### config.mk
export PLATFORM = sky130hd
export DESIGN_NAME = ccp_top
export DESIGN_NICKNAME = d
export VERILOG_FILES = /design/src/hw/ccp_pkg.sv /design/src/hw/ccp_top.sv
export SDC_FILE = /design/constraint.sdc
export NUM_CORES = 1
export LEC_CHECK = 0
export ABC_AREA = 1
export BUFFER_PORTS_ARGS = -buffer_cell sky130_fd_sc_hd__clkbuf_2
export CORE_MARGIN = 1.5
export CORE_UTILIZATION = 45
export CTS_CLUSTER_SIZE = 12
export DETAILED_ROUTE_END_ITERATION = 12
export PLACE_DENSITY_LB_ADDON = 0.2
export SLEW_MARGIN = 20
export SYNTH_ARGS = -nofsm -noshare
export SYNTH_HDL_FRONTEND = slang
export SYNTH_SLANG_ARGS = --single-unit
export TNS_END_PERCENT = 20
### constraint.sdc
create_clock -name clk_i -period 4.68 [get_ports clk_i]
set_clock_uncertainty 0.2 [all_clocks]
set_input_delay 0.702 -clock clk_i [delete_from_list [all_inputs] [get_ports clk_i]]
set_output_delay 0.702 -clock clk_i [all_outputs]
set_load 0.03 [all_outputs]
### src/hw/ccp_pkg.sv
// Constants and types for the clock output pin controller
// Behaviour
// Four output clocks over two pins
// One source per pin; never both
// Timer A clock only in split mode
// Float 0, level 1, enable drives clock
// Enable off with level 1 holds high
// Level bit 0 forces pin low
// Enable changes may glitch the pin
// Software stops outputs before sleep
// Slow divider bits 6:4, enable bit 7
// Fast divider bits 2:0, enable bit 3
// Timer A output enable bit 3
// Timer B output enable bit 3
// Float bits 2:0, reset to one
// Level bits 2:0, reset to one
// Timer chain select bit 7, reset zero
// Fast oscillator running while enabled
// Both enabled: oscillator clock wins
`default_nettype none
package ccp_pkg;
    // Register indices; byte address is four times the index
    localparam logic [29:0] DIV_CTRL_IDX = 30'h0000FF14;
    localparam logic [29:0] TMR_A_IDX = 30'h0000FF30;
    localparam logic [29:0] TMR_B_IDX = 30'h0000FF31;
    localparam logic [29:0] FLOAT_IDX = 30'h0000FFD4;
    localparam logic [29:0] LEVEL_IDX = 30'h0000FFD9;
    // Field positions
    localparam int FAST_SEL_LSB = 0;
    localparam int FAST_EN_BIT = 3;
    localparam int SLOW_SEL_LSB = 4;
    localparam int SLOW_EN_BIT = 7;
    localparam int TMR_SRC_BIT = 0;
    localparam int TMR_RELOAD_BIT = 1;
    localparam int TMR_RUN_BIT = 2;
    localparam int TMR_OUT_EN_BIT = 3;
    localparam int TMR_CHAIN_BIT = 7;
    localparam int PIN_A = 0;
    localparam int PIN_B = 1;
    localparam int PIN_SPARE = 2;
    // Reset values
    localparam logic [7:0] DIV_CTRL_RST = 8'h00;
    localparam logic [2:0] FLOAT_RST = 3'h7;
    localparam logic [2:0] LEVEL_RST = 3'h7;
    // Pin input synchroniser depth
    localparam int SYNC_LEN = 3;
    localparam int DIV_BITS = 7;

    typedef struct packed {
        logic cyc;
        logic stb;
        logic we;
        logic [31:0] adr;
        logic [3:0] sel;
        logic [31:0] dat;
    } ccp_wb_req_type;

    typedef struct packed {
        logic ack;
        logic [31:0] dat;
    } ccp_wb_rsp_type;

    typedef struct packed {
        logic [2:0] drive;
        logic [2:0] oe;
    } ccp_pins_type;

    typedef struct packed {
        logic chain;
        logic a_run;
        logic a_reload;
        logic a_src_sel;
        logic b_run;
        logic b_reload;
        logic b_src_sel;
    } ccp_timer_ctl_type;

    typedef struct packed {
        logic [SYNC_LEN-1:0] sync;
        logic lvl;
        logic [DIV_BITS-1:0] cnt;
    } ccp_osc_type;

    typedef struct packed {
        logic [7:0] div_ctrl;
        logic a_out_en;
        logic b_out_en;
        logic [2:0] float_bits;
        logic [2:0] level_bits;
        ccp_osc_type fast;
        ccp_osc_type slow;
        ccp_pins_type pins;
        ccp_timer_ctl_type tmr;
        ccp_wb_rsp_type rsp;
    } ccp_state_type;
endpackage
`default_nettype wire

### src/hw/ccp_top.sv
// Clock output pin controller with Wishbone register slave
//
// The implementer's own choice: the Wishbone interface to the registers.
`default_nettype none
module ccp_top
    import ccp_pkg::*;
(
    // System
    input wire logic clk_i,
    input wire logic rst_i,
    // Wishbone slave
    input wire ccp_wb_req_type wb_req_i,
    output var ccp_wb_rsp_type wb_rsp_o,
    // Clock sources
    input wire logic fast_oscillator_i,
    input wire logic slow_oscillator_i,
    input wire logic timer_a_out_clock_i,
    input wire logic timer_b_out_clock_i,
    // Output port pins
    output var ccp_pins_type pins_o,
    // Timer control
    output var ccp_timer_ctl_type timer_ctl_o
);
    ccp_state_type s_q, s_d;

    logic fast_div_out_en, slow_div_out_en;
    logic [2:0] fast_sel, slow_sel;
    logic fast_div_clock, slow_div_clock;
    logic pin_a_clk_on, pin_b_clk_on;
    logic pin_a_clk, pin_b_clk;
    logic bus_req, bus_wr;
    logic [29:0] bus_idx;

    assign fast_div_out_en = s_q.div_ctrl[FAST_EN_BIT];
    assign slow_div_out_en = s_q.div_ctrl[SLOW_EN_BIT];
    assign fast_sel = s_q.div_ctrl[FAST_SEL_LSB +: 3];
    assign slow_sel = s_q.div_ctrl[SLOW_SEL_LSB +: 3];
    assign bus_req = wb_req_i.cyc & wb_req_i.stb & ~s_q.rsp.ack;
    assign bus_wr = bus_req & wb_req_i.we & wb_req_i.sel[0];
    assign bus_idx = wb_req_i.adr[31:2];

    // Code n picks 2^n division; code 0 passes the filtered oscillator
    function automatic logic div_tap(input ccp_osc_type o,
                                     input logic [2:0] code);
        logic r;
        r = o.lvl;
        if (code != 3'h0) begin
            r = o.cnt[code - 3'h1];
        end
        return r;
    endfunction

    // Oscillator pins: change accepted once stages two and three agree
    function automatic ccp_osc_type osc_step(input ccp_osc_type o,
                                             input logic pin);
        ccp_osc_type n;
        n = o;
        n.sync = {o.sync[SYNC_LEN-2:0], pin};
        if (o.sync[1] == o.sync[2]) begin
            n.lvl = o.sync[2];
            if (o.sync[2] && !o.lvl) begin
                n.cnt = o.cnt + 7'h01;
            end
        end
        return n;
    endfunction

    assign fast_div_clock = div_tap(s_q.fast, fast_sel);
    assign slow_div_clock = div_tap(s_q.slow, slow_sel);

    // Oscillator source takes the pin if software enables both
    always_comb begin
        pin_a_clk_on = 1'b0;
        pin_a_clk = 1'b1;
        pin_b_clk_on = 1'b0;
        pin_b_clk = 1'b1;
        if (fast_div_out_en) begin
            pin_a_clk_on = 1'b1;
            pin_a_clk = fast_div_clock;
        end else if (s_q.a_out_en && !s_q.tmr.chain) begin
            pin_a_clk_on = 1'b1;
            pin_a_clk = timer_a_out_clock_i;
        end
        if (slow_div_out_en) begin
            pin_b_clk_on = 1'b1;
            pin_b_clk = slow_div_clock;
        end else if (s_q.b_out_en) begin
            pin_b_clk_on = 1'b1;
            pin_b_clk = timer_b_out_clock_i;
        end
    end

    always_comb begin
        s_d = s_q;
        s_d.fast = osc_step(s_q.fast, fast_oscillator_i);
        s_d.slow = osc_step(s_q.slow, slow_oscillator_i);
        s_d.tmr.a_reload = 1'b0;
        s_d.tmr.b_reload = 1'b0;

        // Gating is a plain mux; enable edges may chop a pulse
        s_d.pins.oe = ~s_q.float_bits;
        s_d.pins.drive[PIN_A] = s_q.level_bits[PIN_A] & pin_a_clk;
        s_d.pins.drive[PIN_B] = s_q.level_bits[PIN_B] & pin_b_clk;
        s_d.pins.drive[PIN_SPARE] = s_q.level_bits[PIN_SPARE];

        // Single-wait classic cycle; unmapped reads return zero
        s_d.rsp.ack = bus_req;
        s_d.rsp.dat = 32'h00000000;
        if (bus_req) begin
            unique case (bus_idx)
                DIV_CTRL_IDX: begin
                    s_d.rsp.dat[7:0] = s_q.div_ctrl;
                end
                TMR_A_IDX: begin
                    s_d.rsp.dat[TMR_CHAIN_BIT] = s_q.tmr.chain;
                    s_d.rsp.dat[TMR_OUT_EN_BIT] = s_q.a_out_en;
                    s_d.rsp.dat[TMR_RUN_BIT] = s_q.tmr.a_run;
                    s_d.rsp.dat[TMR_SRC_BIT] = s_q.tmr.a_src_sel;
                end
                TMR_B_IDX: begin
                    s_d.rsp.dat[TMR_OUT_EN_BIT] = s_q.b_out_en;
                    s_d.rsp.dat[TMR_RUN_BIT] = s_q.tmr.b_run;
                    s_d.rsp.dat[TMR_SRC_BIT] = s_q.tmr.b_src_sel;
                end
                FLOAT_IDX: begin
                    s_d.rsp.dat[2:0] = s_q.float_bits;
                end
                LEVEL_IDX: begin
                    s_d.rsp.dat[2:0] = s_q.level_bits;
                end
                default: begin
                    s_d.rsp.dat = 32'h00000000;
                end
            endcase
        end
        if (bus_wr) begin
            unique case (bus_idx)
                DIV_CTRL_IDX: begin
                    s_d.div_ctrl = wb_req_i.dat[7:0];
                end
                TMR_A_IDX: begin
                    s_d.tmr.chain = wb_req_i.dat[TMR_CHAIN_BIT];
                    s_d.a_out_en = wb_req_i.dat[TMR_OUT_EN_BIT];
                    s_d.tmr.a_run = wb_req_i.dat[TMR_RUN_BIT];
                    s_d.tmr.a_reload = wb_req_i.dat[TMR_RELOAD_BIT];
                    s_d.tmr.a_src_sel = wb_req_i.dat[TMR_SRC_BIT];
                end
                TMR_B_IDX: begin
                    s_d.b_out_en = wb_req_i.dat[TMR_OUT_EN_BIT];
                    s_d.tmr.b_run = wb_req_i.dat[TMR_RUN_BIT];
                    s_d.tmr.b_reload = wb_req_i.dat[TMR_RELOAD_BIT];
                    s_d.tmr.b_src_sel = wb_req_i.dat[TMR_SRC_BIT];
                end
                FLOAT_IDX: begin
                    s_d.float_bits = wb_req_i.dat[2:0];
                end
                LEVEL_IDX: begin
                    s_d.level_bits = wb_req_i.dat[2:0];
                end
                default: begin
                    s_d.level_bits = s_q.level_bits;
                end
            endcase
        end
    end

    always_ff @(posedge clk_i) begin
        if (rst_i) begin
            s_q <= '0;
            s_q.div_ctrl <= DIV_CTRL_RST;
            s_q.float_bits <= FLOAT_RST;
            s_q.level_bits <= LEVEL_RST;
            s_q.pins.drive <= LEVEL_RST;
            s_q.pins.oe <= ~FLOAT_RST;
        end else begin
            s_q <= s_d;
        end
    end

    assign wb_rsp_o = s_q.rsp;
    assign pins_o = s_q.pins;
    assign timer_ctl_o = s_q.tmr;

    logic wr_t0;
    assign wr_t0 = bus_wr && bus_idx == TMR_A_IDX;
endmodule
`default_nettype wire

==> results.md <==
- The flow ran to the end, and the final reports show no timing, DRC or antenna violations.
- The share of the core filled with cells in the final layout is 52.9%.
- The number of global-route vias before repair is 2343.
- The instance count after placement with tap cells included is 573.
- Setup violations remaining at the end of the flow were counted as 0.
- The endpoint of the lowest-slack register-to-register path is pins_o[3].
- The path class of the tightest hold or removal check is reg -> reg.
- The required time of the critical path is 4700 ps.
- The final HPWL from detailed placement is 4.69 mm.
- The number of gates given a new drive strength after cts is 0.
- The worst vdd rail ir drop is 0.328 mV.
- The register-to-register setup slack is 2660 ps.
- Of all flip-flops after synthesis, the portion carrying an async set or reset was 0%.
- The repair_antennas step left the layout with diodes totalling 0.
- In this run, the combinational gates consume 7.3% of the power.
- The most used flip-flop cell after synthesis is sky130_fd_sc_hd__dfxtp_1.
- The clock tree from TritonCTS is built.
- At the end of routability-driven placement, the weighted congestion stood at 0.858.
- Global routing used 17.0% of the available tracks across all layers.
- Yosys printed 0 warnings.
- The average routed wire per standard cell is 10.4 um.
- The remaining design rule violation count is 0.
- The biggest fanout along the worst timing path is 7.
- The reg-to-reg startpoint is fast_sel[0].
- The worst setup path is of the reg -> reg kind.
- In this run, synthesis inferred 0 flip-flops with an integrated enable.
- Summed over all nets, the switching power comes to 0.253 mW.
- The analysis attributes to cell leakage a power of 1.73 nW.
- The total length of routed wires is 6.10 mm.
- The layout cell share with drive strength beyond 1 is 28.6%.
- The global route total overflow is 0.
- The first global-routing pass estimated 10.0 mm of wire.
- The floorplan step defined a core boundary enclosing 0.00691 mm2.
- The number of failing hold endpoints at the final stage is 0.
- The buffers inserted during post-CTS setup optimization is 0.
- The clock period minus final worst setup slack is 2020 ps.
- The count of buffers from port buffering is 69.
- The average cell area after synthesis is 7.48 um2.
- The path with the worst hold slack has its endpoint at s_d[56].
- The count of filler cells inserted in the layout is 721.
- In the final layout, flip-flops and latches occupy 0.00120 mm2.
- The share of synthesized area in the top cell type comes to 36.9%.
- The first TritonRoute pass finished after 6 iterations.
- Sequential cells account for 46.8% of the total power.
- The total count of max-transition violations in the final report is 0.
- Of the synthesized area, sequential elements account for 36.9%.
- The post-route fraction of the period consumed by the critical path is 43.1%.
- The worst pin sits at a relative slew slack of 65.0%.
- The initial antenna violation count is 0.
- Dividing total power by cell area gives a power density of 301 mW/mm2.
- The non-filler instance count after layout is 589.
- The synthesized design contains 60 register bits.
- STA classifies the critical path startpoint as a register.
- Clock-pin slew was measured on the worst setup and hold paths at 60 ps.
- The multi-input logic area is 0.00154 mm2.
- The initial standard-cell utilization of the core is 47.1%.
- The count of nets left with antenna violations once routing finished came out at 0.
- The source of the worst hold timing path is s_d[55].
- The total standard cell area after synthesis is 0.00325 mm2.
- The internal power is 0.847 mW.
- The number of maximum-capacitance constraint violations is 0.
- The number of design-rule violations left by the first detailed-router iteration is 117.
- The ratio of routed vias to standard cells is 4.44.
- Per report_power, the clock group accounts for 45.9% of the total.
- For this design, the CTS-stage hold fixing added 0 buffers.
- Sorting the synthesized cells by area gives the leading types as sky130_fd_sc_hd__dfxtp_1 37%, sky130_fd_sc_hd__buf_4 11%, sky130_fd_sc_hd__nand2_1 8.4%.
- The area of the die is 0.00775 mm2.
- Counting every sink on the clock net gives 60.
- At the pin with the least slew margin, the transition time is 525 ps.
- On the final layout, the worst hold slack is 205 ps.
- The cell depth of the worst flop-to-flop path is 8.
- The worst hold path passes through 2 cells.
- The number of clock buffers added by TritonCTS is 9.
- Setup repair after global routing left no endpoint under its margin.
- The number of different library cells used by synthesis comes to 39.
- The width of the chip is 88.0 um.
- The total negative slack for setup checks is 0 ps.
- The floorplan step set the die height to 88.0 um.
- Data arrives at the worst endpoint at 2030 ps.
- In the synthesized netlist, the number of instances is 435.
- The maximum clock insertion buffer count is 2.
- Net switching is 23.0% of the power.
- Relative to the synthesized area, the layout overhead comes to 12.2%.
- The maximum achievable frequency is 496 MHz.
- During I/O placement, the number of pins put on the boundary was 123.
- The overall via count from detail_route is 2616.
- In this run the clock root is driven by a sky130_fd_sc_hd__clkbuf_8.
- The final net count is 571.
- Entering global routing, the biggest net connects 29 pins.
- The H-tree depth is 3.
- The critical path endpoint category is a register.
- The library cell occupying the most area in the post-synthesis netlist is sky130_fd_sc_hd__dfxtp_1.
- The initialized floorplan defines 30 standard-cell rows.
- The insertion delay of the later-clocked pin in the worst-skew pair is 340 ps.
==> metal layers <==
metal	vias up	routed length, um	track usage, %
met4	0	120	6.96
met2	63	2850	28.0
li1	1401	-	-
met1	1139	2830	20.5
met5	-	0	0
met3	13	297	5.18
==> registers in the layout, indices dropped and copies added, names as in the netlist <==
register and cells:
s_q 29, timer_ctl_o 7, wb_rsp_o 9, pins_o 6, fast_sel 3, s_d 5
fast_div_out_en 1
==> power groups by stage <==
| stage | clock (mW) | combinational (mW) | sequential [mW] |
|---|---|---|---|
| 2_1_floorplan | 0 | 0.0673 | 0.526 |
| 3_3_place_gp | 0 | 0.0793 | 0.526 |
| 3_5_place_dp | 0 | 0.0802 | 0.526 |
| 4_1_cts | 0.518 | 0.0806 | 0.515 |
| 5_1_grt | 0.535 | 0.0884 | 0.515 |
| 6_report | 0.505 | 0.0800 | 0.515 |
==> cell usage after synthesis, drive strengths merged (2+ instances only) <==
library cell  count
a21oi            20
clkinv            2
xnor2             2
nor2             72
clkbuf            3
ha                6
nand2            85
o211ai            6
o21ai            31
nor3b             2
inv              55
buf              48
nand3            24
dfxtp            60
a21boi            2
and2              2
nor4              2
nor3              7
==> worst max path at each step <==
stage                   to  cells past startpoint         start
6_report         pins_o[3]                      8   fast_sel[0]
5_1_grt          pins_o[3]                      8   fast_sel[0]
4_1_cts          pins_o[3]                      8   fast_sel[0]
3_5_place_dp   wb_rsp_o[7]                      7         rst_i
3_3_place_gp   wb_rsp_o[7]                      7         rst_i
2_1_floorplan  fast_sel[0]                      8  wb_req_i[57]
==> cell type report <==
class / instances / area share [%]
Clock buffer: 11 / 3.87
Clock inverter: 5 / 2.06
Inverter: 57 / 6.00
Multi-Input combinational cell: 290 / 42.2
Sequential cell: 60 / 32.9
Tap cell: 96 / 3.29
Timing Repair Buffer: 70 / 9.66
==> stage by stage <==
stage | setup WS [ps] | area, um2 | total power, mW
floorplan | 2820 | 3340 | 0.593
global placement | 2370 | 3440 | 0.605
detailed placement | 2380 | 3440 | 0.606
CTS | 2670 | 3650 | 1.11
global route | 2430 | 3650 | 1.14
finish | 2660 | 3650 | 1.10
==> cell families (layout without fill, tap and decap cells) <==
group	count (synthesis)	in the layout	share of synthesized area [%]
flops	60	60	36.9
fa+ha+maj	6	6	2.31
buf+inv	108	143	18.3
other cells	1	24	0.115
xor+xnor	3	3	0.808
simple gates	196	196	31.1
compound gates	61	61	10.4
==> cell usage in the layout (no fill, tap or decap), drive strengths merged, types with 7 or more instances in the layout <==
cell type	n
nand2	85
a21oi	20
o21ai	31
nor3	7
inv	55
dfxtp	60
clkbuf	80
conb	24
nand3	24
nor2	72
==> critical path, cell delays in order (launching register included) <==
cell and delay (ps):
sky130_fd_sc_hd__dfxtp_1 470, sky130_fd_sc_hd__inv_1 170, sky130_fd_sc_hd__ha_1 360, sky130_fd_sc_hd__a21oi_1 130
sky130_fd_sc_hd__o21ai_0 90, sky130_fd_sc_hd__a21boi_0 170, sky130_fd_sc_hd__nor2_1 60, sky130_fd_sc_hd__o21ai_0 160
sky130_fd_sc_hd__nand2_1 90
(Power assumes the default switching activity.)
